[src/ask_sync_pkg.sv]
// constants, types and register map of the ask data sync and debounce block
// Behaviour
// - raw demodulator input is resampled on the extended tick only
// - spacing of output edges while receiving is a whole number of extended ticks
// - base tick is crystal clock divided by 10 (mode low) or 14 (high)
// - extended tick is 8, 4, 2 or 1 base ticks for ranges 0 to 3
// - while receiving, output edges never closer than 10 extended ticks; spikes that end inside that gap dropped
// - start-up lasts 896.5, 512.5, 512.5 or 320.5 base ticks per range
// - baud pins 00, 01, 1x decode to ranges 0, 1, 2
// - enable low means sleep: processing stopped, input ignored
// - receiving routes data out, stream starts on a falling edge
package ask_sync_pkg;

  // base tick dividers in clk cycles, per mode pin level
  localparam int DIV_MODE_LOW = 10;
  localparam int DIV_MODE_HIGH = 14;

  // extended tick length in base ticks, per baud range
  localparam int EXT_LEN_R0 = 8;
  localparam int EXT_LEN_R1 = 4;
  localparam int EXT_LEN_R2 = 2;
  localparam int EXT_LEN_R3 = 1;

  // start-up length in half base ticks (896.5, 512.5, 512.5, 320.5 ticks)
  localparam int STARTUP_HALF_R0 = 1793;
  localparam int STARTUP_HALF_R1 = 1025;
  localparam int STARTUP_HALF_R2 = 1025;
  localparam int STARTUP_HALF_R3 = 641;

  // least spacing of output edges in extended ticks
  localparam int MIN_EDGE_TICKS = 10;

  // idle level of the data output outside receiving
  localparam logic DATA_IDLE = 1'b1;

  // apb register byte offsets
  localparam logic [7:0] CTRL_OFFSET = 8'h00;
  localparam logic [7:0] STATUS_OFFSET = 8'h04;

  // ctrl fields: bit0 run gate, bit1 range override, bits3:2 range
  localparam int CTRL_RUN_BIT = 0;
  localparam int CTRL_OVR_BIT = 1;
  localparam int CTRL_RANGE_LSB = 2;
  localparam logic [3:0] CTRL_RESET = 4'h1;

  typedef enum logic [1:0] {
    SLEEP,
    STARTUP,
    RECEIVING
  } rx_state_t;

  typedef struct packed {
    logic psel;
    logic penable;
    logic pwrite;
    logic [7:0] paddr;
    logic [31:0] pwdata;
  } apb_req_t;

endpackage

[src/ask_data_sync_debounce.sv]
// ask receiver back end: tick dividers, enable sequencing, sync and debounce
module ask_data_sync_debounce
  import ask_sync_pkg::*;
#(
  parameter int STARTUP_R0 = STARTUP_HALF_R0,
  parameter int STARTUP_R1 = STARTUP_HALF_R1,
  parameter int STARTUP_R2 = STARTUP_HALF_R2,
  parameter int STARTUP_R3 = STARTUP_HALF_R3,
  parameter int EDGE_GAP = MIN_EDGE_TICKS
) (
  input wire logic clk,
  input wire logic rst,
  input wire logic modeSel,
  input wire logic baudSelLsb,
  input wire logic baudSelMsb,
  input wire logic enable,
  input wire logic demodIn,
  input wire apb_req_t apbReq,
  output logic [31:0] prdata,
  output logic pready,
  output logic pslverr,
  output logic dataOut
);

  // refuse settings the counters cannot hold
  if (EDGE_GAP < 1 || EDGE_GAP > 255) begin : g_bad_gap
    $error("edge gap out of range");
  end
  if (STARTUP_R0 < 1 || STARTUP_R0 > 4095 || STARTUP_R1 < 1 ||
      STARTUP_R1 > 4095 || STARTUP_R2 < 1 || STARTUP_R2 > 4095 ||
      STARTUP_R3 < 1 || STARTUP_R3 > 4095) begin : g_bad_startup
    $error("start-up length out of range");
  end

  // baud pins to range, 1x both give range 2
  function automatic logic [1:0] decodeRange(input logic msb,
                                             input logic lsb);
    decodeRange = msb ? 2'd2 : {1'b0, lsb};
  endfunction

  // extended tick length in base ticks
  function automatic logic [3:0] extLenOf(input logic [1:0] r);
    case (r)
      2'd0: extLenOf = 4'(EXT_LEN_R0);
      2'd1: extLenOf = 4'(EXT_LEN_R1);
      2'd2: extLenOf = 4'(EXT_LEN_R2);
      default: extLenOf = 4'(EXT_LEN_R3);
    endcase
  endfunction

  rx_state_t state_reg, state_next;
  logic [3:0] ctrl_reg;
  logic [2:0] divCnt_reg;
  logic phase_reg;
  logic [11:0] halfCnt_reg;
  logic [3:0] extCnt_reg;
  logic lastSample_reg;
  logic streaming_reg;
  logic [7:0] gapCnt_reg;
  logic dataOut_reg;
  logic pready_reg;
  logic pslverr_reg;
  logic [31:0] prdata_reg;

  // configuration selection
  wire runEnable = enable & ctrl_reg[CTRL_RUN_BIT];
  wire [1:0] activeRange = ctrl_reg[CTRL_OVR_BIT] ?
    ctrl_reg[CTRL_RANGE_LSB +: 2] : decodeRange(baudSelMsb, baudSelLsb);
  wire [2:0] halfLen = modeSel ? 3'(DIV_MODE_HIGH / 2) :
    3'(DIV_MODE_LOW / 2);
  wire [3:0] extLen = extLenOf(activeRange);
  wire [11:0] startupLen = (activeRange == 2'd0) ? 12'(STARTUP_R0) :
    (activeRange == 2'd1) ? 12'(STARTUP_R1) :
    (activeRange == 2'd2) ? 12'(STARTUP_R2) : 12'(STARTUP_R3);

  // tick generation; nothing runs in sleep
  wire active = state_reg != SLEEP;
  wire halfTick = active && divCnt_reg == halfLen - 3'd1;
  wire baseTick = halfTick && phase_reg && state_reg == RECEIVING;
  wire extTick = baseTick && extCnt_reg == extLen - 4'd1;
  wire startupDone = halfTick && halfCnt_reg == startupLen - 12'd1;

  // debounce decision on each extended tick
  wire fallSeen = extTick && lastSample_reg && !demodIn;
  wire gapOk = gapCnt_reg >= 8'(EDGE_GAP - 1);
  wire streamOn = streaming_reg || fallSeen;
  wire takeEdge = extTick && streamOn && demodIn != dataOut_reg && gapOk;

  // state sequencing from enable
  always_comb begin
    state_next = state_reg;
    case (state_reg)
      SLEEP: if (runEnable) state_next = STARTUP;
      STARTUP: begin
        if (!runEnable) state_next = SLEEP;
        else if (startupDone) state_next = RECEIVING;
      end
      RECEIVING: if (!runEnable) state_next = SLEEP;
      default: state_next = SLEEP;
    endcase
  end

  always_ff @(posedge clk or posedge rst) begin
    if (rst) state_reg <= SLEEP;
    else state_reg <= state_next;
  end

  // half base tick divider and phase of the base tick
  always_ff @(posedge clk or posedge rst) begin
    if (rst) begin
      divCnt_reg <= 3'd0;
      phase_reg <= 1'b0;
    end else if (!active || state_next == SLEEP) begin
      divCnt_reg <= 3'd0;
      phase_reg <= 1'b0;
    end else if (halfTick) begin
      divCnt_reg <= 3'd0;
      phase_reg <= state_reg == RECEIVING && !phase_reg;
    end else begin
      divCnt_reg <= divCnt_reg + 3'd1;
    end
  end

  // start-up length counter in half base ticks
  always_ff @(posedge clk or posedge rst) begin
    if (rst) halfCnt_reg <= 12'd0;
    else if (state_reg != STARTUP) halfCnt_reg <= 12'd0;
    else if (halfTick) halfCnt_reg <= halfCnt_reg + 12'd1;
  end

  // extended tick counter in base ticks
  always_ff @(posedge clk or posedge rst) begin
    if (rst) extCnt_reg <= 4'd0;
    else if (state_reg != RECEIVING || extTick) extCnt_reg <= 4'd0;
    else if (baseTick) extCnt_reg <= extCnt_reg + 4'd1;
  end

  // resampling, stream arming and edge spacing
  always_ff @(posedge clk or posedge rst) begin
    if (rst) begin
      lastSample_reg <= 1'b0;
      streaming_reg <= 1'b0;
      gapCnt_reg <= 8'd0;
    end else if (state_reg != RECEIVING) begin
      lastSample_reg <= 1'b0;
      streaming_reg <= 1'b0;
      gapCnt_reg <= 8'd0;
    end else if (extTick) begin
      lastSample_reg <= demodIn;
      streaming_reg <= streamOn;
      if (takeEdge) gapCnt_reg <= 8'd0;
      else if (!gapOk) gapCnt_reg <= gapCnt_reg + 8'd1;
    end
  end

  // data output, changes on an extended tick while receiving, forced to the idle level outside receiving
  always_ff @(posedge clk or posedge rst) begin
    if (rst) dataOut_reg <= DATA_IDLE;
    else if (state_reg != RECEIVING) dataOut_reg <= DATA_IDLE;
    else if (takeEdge) dataOut_reg <= demodIn;
  end

  // apb decode: one wait state, write lands on the pready edge
  wire setupDone = apbReq.psel && apbReq.penable && !pready_reg;
  wire apbWrite = apbReq.psel && apbReq.penable && pready_reg &&
    apbReq.pwrite;
  wire hitCtrl = apbReq.paddr == CTRL_OFFSET;
  wire hitStatus = apbReq.paddr == STATUS_OFFSET;
  wire [31:0] statusWord = {25'h0, streaming_reg, activeRange,
    dataOut_reg, 2'(state_reg), modeSel};
  wire [31:0] readWord = hitCtrl ? {28'h0, ctrl_reg} :
    hitStatus ? statusWord : 32'h0;

  always_ff @(posedge clk or posedge rst) begin
    if (rst) begin
      pready_reg <= 1'b0;
      pslverr_reg <= 1'b0;
      prdata_reg <= 32'h0;
    end else begin
      pready_reg <= setupDone;
      pslverr_reg <= setupDone && !hitCtrl && !hitStatus;
      prdata_reg <= (setupDone && !apbReq.pwrite) ? readWord : 32'h0;
    end
  end

  always_ff @(posedge clk or posedge rst) begin
    if (rst) ctrl_reg <= CTRL_RESET;
    else if (apbWrite && hitCtrl) ctrl_reg <= apbReq.pwdata[3:0];
  end

  assign prdata = prdata_reg;
  assign pready = pready_reg;
  assign pslverr = pslverr_reg;
  assign dataOut = dataOut_reg;

  // helper counters for the checks below
  logic prevOut_h, spanOk_h, baseSeen_h, prevMode_h;
  logic [1:0] prevRange_h;
  logic [15:0] clkSince_h, stClks_h;
  logic [7:0] tickSince_h;
  logic [4:0] clkSinceBase_h;
  wire outChanged = dataOut_reg != prevOut_h;
  wire cfgSame = modeSel == prevMode_h && activeRange == prevRange_h;
  wire [15:0] extClks = 16'(extLen) * 16'(halfLen) * 16'd2;
  always_ff @(posedge clk or posedge rst) begin
    if (rst) begin
      prevOut_h <= DATA_IDLE;
      spanOk_h <= 1'b0;
      baseSeen_h <= 1'b0;
      prevMode_h <= 1'b0;
      prevRange_h <= 2'd0;
      clkSince_h <= 16'd0;
      stClks_h <= 16'd0;
      tickSince_h <= 8'd0;
      clkSinceBase_h <= 5'd0;
    end else begin
      prevOut_h <= dataOut_reg;
      prevMode_h <= modeSel;
      prevRange_h <= activeRange;
      clkSince_h <= outChanged ? 16'd1 : clkSince_h + 16'd1;
      tickSince_h <= outChanged ? 8'(extTick) : tickSince_h + 8'(extTick);
      spanOk_h <= outChanged ? state_reg == RECEIVING :
        spanOk_h && cfgSame && state_reg == RECEIVING &&
        tickSince_h != 8'hFF; // long spans leave the span checks
      clkSinceBase_h <= baseTick ? 5'd1 : clkSinceBase_h + 5'd1;
      baseSeen_h <= baseTick ? cfgSame : baseSeen_h && cfgSame &&
        state_reg == RECEIVING;
      stClks_h <= (state_reg == STARTUP && cfgSame) ? stClks_h + 16'd1 :
        16'd0;
    end
  end
endmodule

[config.mk]
export PLATFORM = sky130hd
export DESIGN_NAME = ask_data_sync_debounce
export DESIGN_NICKNAME = d
export VERILOG_FILES = /design/src/ask_sync_pkg.sv /design/src/ask_data_sync_debounce.sv
export SDC_FILE = /design/constraint.sdc
export NUM_CORES = 1
export LEC_CHECK = 0
export ABC_AREA = 0
export CAP_MARGIN = 20
export CELL_PAD_IN_SITES_DETAIL_PLACEMENT = 0
export CELL_PAD_IN_SITES_GLOBAL_PLACEMENT = 2
export CORE_ASPECT_RATIO = 1.4
export CORE_MARGIN = 2
export CORE_UTILIZATION = 30
export DETAILED_ROUTE_END_ITERATION = 6
export DONT_BUFFER_PORTS = 1
export GPL_TIMING_DRIVEN = 0
export HOLD_SLACK_MARGIN = 0.05
export PLACE_DENSITY_LB_ADDON = 0.08
export SYNTH_ARGS = -nofsm -noshare
export SYNTH_HDL_FRONTEND = slang
export SYNTH_SLANG_ARGS = --single-unit
[constraint.sdc]
create_clock -name clk -period 3.4 [get_ports clk]
set_input_delay 0.34 -clock clk [delete_from_list [all_inputs] [get_ports clk]]
set_output_delay 0.34 -clock clk [all_outputs]
set_load 0.02 [all_outputs]
==> impl_metrics.py, run 1 <==
metrics = {
    "status": {
        "status": "finished, final reports clean",
    },
    "cts": {
        "post_cts_buffers": 0,
        "cts_tree": "done",
        "cts_num_sinks": 46,
        "clk_pin_slew_ns": 0.07,
        "cts_resized": 0,
        "clock_path_buffers": 2,
        "root_buffer": "clkbuf_16",
        "htreeDepth": 2,
        "cts_hold_buf": 1,
        "numCtsBuffers": 5,
        "clkLatencyLatePin_ns": 0.29,
    },
    "drt": {
        "drtIter0Drc": 53,
        "drc": 0,
        "dr.pass1.iters": 4,
        "wirelength_um": 5442,
        "m1WireLength_um": 2215,
        "wl_per_cell_um": 13.78,
        "top_layer": "met4",
        "vias": 1778,
        "wl_met2_um": 2963,
        "via_per_inst": 4.501,
        "drtAntennaViolNets": 0,
        "wl_met3_um": 175,
    },
    "min_path": {
        "hold_depth": 2,
        "hold_path.class": "in2reg",
    },
    "cells_and_area": {
        "nFillCells": 916,
        "final_layout_size_suffix_gt1_frac": 0.1793,
        "antennaDiodeCount": 0,
        "syn_to_final_growth_pct": 15.32,
        "final-seq-area_um2": 1154,
        "multiInputGateArea_um2": 1294,
        "mostFrequentLayoutCells": "dfrtp_1, buf_4, conb_1",
        "largest_reg_flops": 12,
        "fin_nets": 350,
        "final_common_cell": "dfrtp_1",
        "stdcell_area_um2": 2995,
        "final_cell_count_no_fill": 395,
    },
    "logic_synthesis": {
        "syn_area_per_cell_um2": 10.15,
        "synth_top_area_share": 0.4239,
        "seq_area_frac_synth": 0.4441,
        "synth_area_um2": 2597,
        "synthFlopType": "dfrtp_1",
        "synth_largest_area_cell": "dfrtp_1",
        "synth_seq_cells": 46,
        "ys_warn_count": 0,
        "postSynthCellCount": 256,
        "synth_cell_types": 47,
        "synthTopCellsByArea": "dfrtp_1, buf_4, ha_1, xor2_1, nor2_1",
        "ys_async_sr_fraction": 1.000,
        "synth-edff-count": 0,
    },
    "die": {
        "dieArea_um2": 9429,
        "die_x_um": 82.64,
        "io_pins": 85,
        "coreArea_um2": 8508,
        "initial_utilization": 0.3053,
        "row_count": 40,
        "die_h_um": 114.1,
    },
    "power": {
        "leakage_nw": 1.365,
        "peakVddDrop_uv": 199.6,
        "cellPowerDensity_nw_per_um2": 375.4,
    },
    "critical_path": {
        "crit_type": "reg2reg",
        "cp_common_cell": "mux2i_1",
        "cp_max_fo": 5,
        "cp_slowest_cell": "mux2i_1",
        "critPathArrivalTime_ns": 2.81,
        "cp_cell_sequence": "mux2i_1 -> ha_1 -> xnor2_1 -> mux2i_1 -> and4_1 -> o21ai_0 -> a31o_2",
        "reg2regPathDepth": 7,
        "slowest_delay_ns": 0.45,
        "cp-end-kind": "register",
        "cp-start-kind": "register",
        "cp.required_ns": 3.58,
    },
    "run": {
        "drv_cap": 0,
    },
    "sta": {
        "layout_worst_path_cycle_share": 0.7737,
        "relSlewSlack": 0.5665,
        "rsz0062_at_grt": "false",
        "finalSetupViolCount": 0,
        "hold_ws_ns": 0.1758,
        "final_max_slew_viol_count": 0,
        "hold_violations": 0,
        "period_minus_slack_ns": 2.631,
        "max_freq_mhz": 380.1,
        "worstMarginPinSlew_ns": 0.6467,
        "clock_skew_ns": 0.004652,
        "fin_setup_tns_ns": 0,
    },
    "placement": {
        "placedInstanceArea_um2": 2839,
        "dp.cells": 386,
        "post-dp-hpwl_um": 4143,
        "place_congestion": 0.6896,
        "port_buffers": 0,
    },
    "global_route": {
        "overflow": 0,
        "grt_start_max_net_pins": 32,
        "grt_pass1_vias": 1781,
        "grt_pass1_wl_um": 8990,
        "grt.total_usage": 0.1262,
        "antenna_found_initial": 0,
    },
}
[report_power, final]
part	internal (W)	leakage (nW)	switching [W]
combinational	0.0000308	0.661	0.0000510
sequential	0.000549	0.634	0.00000310
clock	0.000273	0.0698	0.000218
[metrics by stage]
stage | setup WS (ns) | total power (W) | utilization
after floorplan | 1.124 | 0.0006328 | -
after global placement | 0.7055 | 0.0006404 | 0.3313
after detailed placement | 0.7227 | 0.0006437 | 0.3337
final | 0.7694 | 0.001124 | 0.3521
after global routing | 0.5353 | 0.001176 | 0.3521
after CTS | 0.7098 | 0.001149 | 0.3521
[metal layers]
layer  track usage  vias up
met5             0        -
li1              -      900
met2        0.2247       26
met3       0.02524        6
met1        0.1477      846
met4       0.04262        0
[worst max-delay path, delay by kind of cell (launching register included)]
| kind | cells | cell delay, ns |
|---|---|---|
| compound gates | 2 | 0.54 |
| xor+xnor | 1 | 0.15 |
| fa+ha+maj | 1 | 0.29 |
| flops | 1 | 0.43 |
| mux | 2 | 0.81 |
| simple gates | 1 | 0.29 |
[cell families after synthesis]
logic type | share of synthesized area
and+or+nand+nor | 0.2346
muxes | 0.03275
xor gates and xnor gates | 0.07756
DFF | 0.4441
AOI/OAI and AO/OA | 0.06407
adders and majority gates | 0.05299
buffers and inverters | 0.09249
other | 0.001444
[area by class of cell]
cell class | count | area share
Sequential cell | 46 | 0.3851
Tap cell | 105 | 0.04386
Buffer | 29 | 0.06767
Multi-Input combinational cell | 195 | 0.4319
Clock inverter | 3 | 0.007101
Timing Repair Buffer | 2 | 0.01003
Inverter | 10 | 0.01253
Clock buffer | 5 | 0.04177
[cell usage after synthesis, types with 6 or more instances]
| cell | n |
|---|---|
| dfrtp_1 | 44 |
| buf_4 | 25 |
| nor2_1 | 23 |
| nand2_1 | 15 |
| xor2_1 | 14 |
| ha_1 | 11 |
| nand4_1 | 11 |
| inv_1 | 10 |
| xnor2_1 | 9 |
| nand3_1 | 8 |
| a21oi_1 | 7 |
| and3_1 | 7 |
| and2_1 | 6 |
[final timing paths]
path / startpoint / endpoint / slack (ns)
worst max-delay path: ctrl_reg[1] / gapCnt_reg[2] / 0.77
min in group asynchronous: rst / halfCnt_reg[6] / 0.48
worst max register to register: ctrl_reg[1] / gapCnt_reg[2] / 0.77
max in group asynchronous: rst / dataOut / 2.36
worst min register to register: divCnt_reg[0] / divCnt_reg[0] / 0.47
worst min-delay path: demodIn / dataOut / 0.18
Note: power is estimated with default switching activity, not from simulation.
==> run 2: changes to the inputs <==
==> constraint.sdc (replaced) <==
create_clock -name clk -period 2.55 [get_ports clk]
set_input_delay 0.255 -clock clk [delete_from_list [all_inputs] [get_ports clk]]
set_output_delay 0.255 -clock clk [all_outputs]
set_load 0.02 [all_outputs]
==> run 2 against run 1 <==
Non-clock buffer count increased by 1. Clock skew about the same. Fmax increased by 13%. Wire length increased by 0.24%. Critical endpoint unchanged.
==> impl_metrics.py, run 2 (synthesis results as in run 1) <==
metrics = {
    "cts": {
        "numCtsBuffers": 5,
        "cts_tree": "done",
        "clkLatencyLatePin_ns": 0.29,
        "clk_pin_slew_ns": 0.07,
        "root_buffer": "clkbuf_16",
        "clock_path_buffers": 2,
        "htreeDepth": 2,
        "cts_num_sinks": 46,
    },
    "global_route": {
        "grt_start_max_net_pins": 32,
        "antenna_found_initial": 0,
        "overflow": 0,
        "grt.total_usage": 0.1264,
        "grt_pass1_vias": 1781,
        "grt_pass1_wl_um": 9004,
    },
    "placement": {
        "port_buffers": 0,
        "post-place-ws_ns": -0.1273,
        "place_congestion": 0.6896,
        "post-dp-hpwl_um": 4143,
        "dp.cells": 386,
    },
    "critical_path": {
        "cp_cell_sequence": "buf_4 -> a21oi_2 -> ha_2 -> xnor2_2 -> mux2i_4 -> and4_1 -> o21ai_1 -> a31o_2",
        "reg2regPathDepth": 8,
        "cp_slowest_cell": "dfrtp_2",
        "cp-end-kind": "register",
        "critPathArrivalTime_ns": 2.51,
        "cp_top_family": "compound AO/OA/AOI/OAI gates",
        "cp_max_fo": 5,
        "reg2reg_to": "gapCnt_reg[2]",
        "r2r_slack_ns": 0.22,
        "slowest_delay_ns": 0.46,
        "cp-start-kind": "register",
        "cp.buffers_inverters": 1,
        "cp.required_ns": 2.73,
        "r2r-start": "ctrl_reg[1]",
        "crit_type": "reg2reg",
    },
    "power": {
        "leakage_nw": 1.375,
        "pwr-share-seq": 0.490,
        "swShare": 0.2412,
        "pwr-share-comb": 0.077,
        "p_int_w": 0.001140,
        "cellPowerDensity_nw_per_um2": 491.9,
        "switchingPower_w": 0.0003625,
        "peakVddDrop_uv": 264.7,
        "clkPwrFrac": 0.434,
    },
    "die": {
        "io_pins": 85,
        "coreArea_um2": 8508,
        "die_x_um": 82.64,
        "dieArea_um2": 9429,
        "initial_utilization": 0.3053,
        "row_count": 40,
        "die_h_um": 114.1,
    },
    "cells_and_area": {
        "antennaDiodeCount": 0,
        "largest_reg_flops": 12,
        "final_layout_size_suffix_gt1_frac": 0.2096,
        "final_cell_count_no_fill": 396,
        "mostFrequentLayoutCells": "dfrtp_1, buf_4, conb_1",
        "fin_util": 0.3591,
        "final_common_cell": "dfrtp_1",
        "fin_nets": 351,
        "nFillCells": 912,
        "syn_to_final_growth_pct": 17.63,
    },
    "drt": {
        "drtAntennaViolNets": 0,
        "vias": 1796,
        "wirelength_um": 5455,
        "via_per_inst": 4.535,
        "dr.pass1.iters": 4,
        "drc": 0,
        "drtIter0Drc": 54,
        "wl_per_cell_um": 13.78,
    },
    "sta": {
        "final_max_slew_viol_count": 0,
        "hold_violations": 0,
        "rsz0062_at_grt": "false",
        "period_minus_slack_ns": 2.328,
        "max_freq_mhz": 429.6,
        "layout_worst_path_cycle_share": 0.9128,
        "worst_slack_ns": 0.2223,
        "finalSetupViolCount": 0,
        "relSlewSlack": 0.5646,
        "hold_ws_ns": 0.09361,
        "worstMarginPinSlew_ns": 0.6495,
        "clock_skew_ns": 0.004928,
    },
    "status": {
        "status": "finished, final reports clean",
    },
    "min_path": {
        "hp-start": "demodIn",
        "hold_end": "dataOut",
        "hold_path.class": "in2reg",
        "hold_depth": 2,
    },
    "run": {
        "drv_cap": 0,
    },
}
==> run 2: cell type report <==
type | instances | area (um2) | share of cell area
Sequential cell | 46 | 1155 | 0.3780
Inverter | 10 | 37.54 | 0.01229
Buffer | 29 | 202.7 | 0.06634
Clock buffer | 5 | 125.1 | 0.04095
Clock inverter | 3 | 21.27 | 0.006962
Timing Repair Buffer | 3 | 37.54 | 0.01229
Multi-Input combinational cell | 195 | 1345 | 0.4402
Tap cell | 105 | 131.4 | 0.04300
==> run 2: layer usage <==
metal / wire length [um] / GRT usage / part of all wire
met5: 0 / 0 / 0
met4: 87 / 0.04262 / 0.016
met3: 166 / 0.02524 / 0.030
met2: 2954 / 0.2247 / 0.54
met1: 2247 / 0.1483 / 0.41
==> run 2: worst max-delay path by stage <==
stage                startpoint            end  cells past startpoint
floorplan           ctrl_reg[1]  gapCnt_reg[3]                      7
global placement    ctrl_reg[1]  gapCnt_reg[2]                      7
detailed placement  ctrl_reg[1]  gapCnt_reg[2]                      7
CTS                 ctrl_reg[1]  gapCnt_reg[3]                      8
global route        ctrl_reg[1]  gapCnt_reg[2]                      8
finish              ctrl_reg[1]  gapCnt_reg[2]                      8
==> run 2: timing repair <==
action / in CTS / in global routing
setup endpoints to repair: 6 / 8
buffers inserted: 0 / 1
hold buffers: 1 / 0
gates resized for setup: 5 / 6
hold endpoints to repair: 15 / 0
pin swaps: 0 / 4
==> run 2: metrics by stage <==
step                total power (W)  TNS, ns  cell area [um2]
floorplan                 0.0008437        0             2688
finish                     0.001503        0             3055
global route               0.001575        0             3055
CTS                        0.001534        0             3015
detailed placement        0.0008583  -0.5271             2839
global placement          0.0008538  -0.6163             2819
==> run 2: power by group through the flow <==
stage	logic, W	clock network, W	registers [W]
final	0.000115	0.000652	0.000736
after global routing	0.000128	0.000711	0.000735
after floorplan	0.0000947	0	0.000749
after detailed placement	0.000109	0	0.000750
after global placement	0.000104	0	0.000750
after CTS	0.000112	0.000686	0.000735
==> run 2: worst reg2reg max path, cell delays in order, from the launching register on <==
cell and delay (ns):
dfrtp_2 0.46, buf_4 0.15, a21oi_2 0.20, ha_2 0.25
xnor2_2 0.15, mux2i_4 0.30, and4_1 0.27, o21ai_1 0.16
a31o_2 0.28
==> run 3: changes to the inputs <==
--- a/config.mk
+++ b/config.mk
@@ -7,7 +7,7 @@
 export LEC_CHECK = 0
 export ABC_AREA = 0
 export CAP_MARGIN = 20
-export CELL_PAD_IN_SITES_DETAIL_PLACEMENT = 0
+export CELL_PAD_IN_SITES_DETAIL_PLACEMENT = 1
 export CELL_PAD_IN_SITES_GLOBAL_PLACEMENT = 2
 export CORE_ASPECT_RATIO = 1.4
 export CORE_MARGIN = 2
==> run 3 against run 2 <==
Clock skew is 0.00056 ns higher. Worst hold slack worse by 0.0026 ns. Setup slack better by 0.046 ns.
==> impl_metrics.py, run 3 (synthesis results as in run 1) <==
metrics = {
    "sta": {
        "finalSetupViolCount": 0,
        "final_max_slew_viol_count": 0,
        "layout_worst_path_cycle_share": 0.8946,
        "rsz0062_at_grt": "false",
        "worst_slack_ns": 0.2687,
        "worstMarginPinSlew_ns": 0.6219,
        "max_freq_mhz": 438.3,
        "relSlewSlack": 0.5832,
        "period_minus_slack_ns": 2.281,
        "hold_violations": 0,
        "clock_skew_ns": 0.005491,
    },
    "power": {
        "pwr-share-comb": 0.072,
        "pwr-share-seq": 0.455,
        "p_int_w": 0.001242,
        "clkPwrFrac": 0.474,
        "cellPowerDensity_nw_per_um2": 527.6,
        "swShare": 0.2326,
        "leakage_nw": 1.390,
        "peakVddDrop_uv": 231.2,
        "power_w": 0.001618,
        "switchingPower_w": 0.0003763,
    },
    "die": {
        "initial_utilization": 0.3053,
        "coreArea_um2": 8508,
        "io_pins": 85,
        "row_count": 40,
        "die_x_um": 82.64,
        "die_h_um": 114.1,
        "dieArea_um2": 9429,
    },
    "cts": {
        "clkLatencyLatePin_ns": 0.29,
        "cts_tree": "done",
        "htreeDepth": 2,
        "clk_pin_slew_ns": 0.07,
        "numCtsBuffers": 5,
        "clock_path_buffers": 2,
        "root_buffer": "clkbuf_16",
        "cts_num_sinks": 46,
    },
    "min_path": {
        "hold_depth": 2,
        "hold_end": "dataOut",
        "hp-start": "demodIn",
        "hold_path.class": "in2reg",
    },
    "drt": {
        "drtAntennaViolNets": 0,
        "vias": 1876,
        "wirelength_um": 5813,
        "dr.pass1.iters": 4,
        "drc": 0,
        "wl_per_cell_um": 14.68,
        "via_per_inst": 4.737,
        "drtIter0Drc": 48,
    },
    "global_route": {
        "grt_pass1_vias": 2020,
        "grt_start_max_net_pins": 32,
        "antenna_found_initial": 0,
        "overflow": 0,
        "grt.total_usage": 0.1368,
        "grt_pass1_wl_um": 9853,
    },
    "critical_path": {
        "r2r_slack_ns": 0.27,
        "cp-start-kind": "register",
        "cp.required_ns": 2.74,
        "crit_type": "reg2reg",
        "cp_max_fo": 5,
        "reg2regPathDepth": 8,
        "critPathArrivalTime_ns": 2.47,
        "cp-end-kind": "register",
        "r2r-start": "ctrl_reg[1]",
        "reg2reg_to": "gapCnt_reg[2]",
    },
    "cells_and_area": {
        "multiInputGateArea_um2": 1334,
        "final-seq-area_um2": 1155,
        "antennaDiodeCount": 0,
        "fin_nets": 351,
        "nFillCells": 992,
        "syn_to_final_growth_pct": 18.06,
        "largest_reg_flops": 12,
        "final_layout_size_suffix_gt1_frac": 0.2062,
        "final_common_cell": "dfrtp_1",
        "mostFrequentLayoutCells": "dfrtp_1, buf_4, conb_1",
    },
    "placement": {
        "place_congestion": 0.6896,
        "post-dp-hpwl_um": 4405,
        "port_buffers": 0,
        "post-place-ws_ns": -0.1332,
    },
    "run": {
        "drv_cap": 0,
    },
    "status": {
        "status": "finished, final reports clean",
    },
}
==> run 3: changes by cell type in the layout (fill, tap and decap cells not counted) <==
| cell | before | now |
|---|---|---|
| mux2i_2 | 0 | 1 |
| inv_6 | 0 | 1 |
| bufinv_16 | 0 | 1 |
| ha_1 | 10 | 11 |
| clkinvlp_4 | 1 | 0 |
| ha_2 | 1 | 0 |
| mux2i_4 | 2 | 1 |
| clkinv_4 | 1 | 0 |
==> run 3: power groups by stage <==
| stage | Combinational [W] | Clock, W | Sequential (W) |
|---|---|---|---|
| CTS | 0.000115 | 0.000793 | 0.000735 |
| detailed placement | 0.000109 | 0 | 0.000750 |
| finish | 0.000116 | 0.000766 | 0.000736 |
| global placement | 0.000104 | 0 | 0.000750 |
| global route | 0.000129 | 0.000819 | 0.000735 |
| floorplan | 0.0000947 | 0 | 0.000749 |
==> run 3: per-layer routing <==
metal,track usage,up-vias,routed length (um)
li1,-,903,-
met1,0.1526,944,2322
met2,0.2516,22,3222
met3,0.02524,7,172
met4,0.04918,0,95
met5,0,-,0
==> run 3: worst max-delay path: stages, from the launching register on <==
cell and delay, ns:
dfrtp_2 0.46, nor3b_2 0.21, a21oi_2 0.08, ha_1 0.22, or2_2 0.30, mux2i_2 0.19
and4_1 0.27, o21ai_1 0.16, a31o_2 0.28
==> run 3: worst max-delay path by stage <==
| stage | startpoint | endpoint | slack (ns) |
|---|---|---|---|
| 2_1_floorplan | ctrl_reg[1] | gapCnt_reg[3] | 0.27 |
| 3_3_place_gp | ctrl_reg[1] | gapCnt_reg[2] | -0.14 |
| 3_5_place_dp | ctrl_reg[1] | gapCnt_reg[2] | -0.13 |
| 4_1_cts | ctrl_reg[1] | gapCnt_reg[3] | 0.05 |
| 5_1_grt | ctrl_reg[1] | gapCnt_reg[3] | 0.04 |
| 6_report | ctrl_reg[1] | gapCnt_reg[2] | 0.27 |
==> run 3: per-stage QoR <==
stage | instances | util | hold WS [ns] | setup TNS, ns | area (um2)
finish | 396 | 0.3604 | 0.09098 | 0 | 3067
global route | 396 | 0.3604 | 0.1028 | 0 | 3067
CTS | 396 | 0.3579 | 0.08766 | 0 | 3045
detailed placement | 386 | 0.3337 | 0.1464 | -0.5788 | 2839
global placement | 385 | 0.3313 | 0.3979 | -0.6163 | 2819
floorplan | 280 | - | 0.3840 | 0 | 2688
==> run 3: layout make-up <==
type,count,area share
plain buffers,29,0.06610
well taps,105,0.04284
flip-flops and latches,46,0.3766
clock inverters,3,0.01428
repair buffers,3,0.01224
multi-input cells,195,0.4349
inverters,10,0.01224
clock buffers,5,0.04080
==> run 3: timing repair <==
action                     in CTS  in global routing
setup endpoints to repair       6                 13
gates resized for setup         5                  4
buffers inserted                1                  0
hold endpoints to repair       15                  0
hold buffers                    1                  0
pin swaps                       0                  3
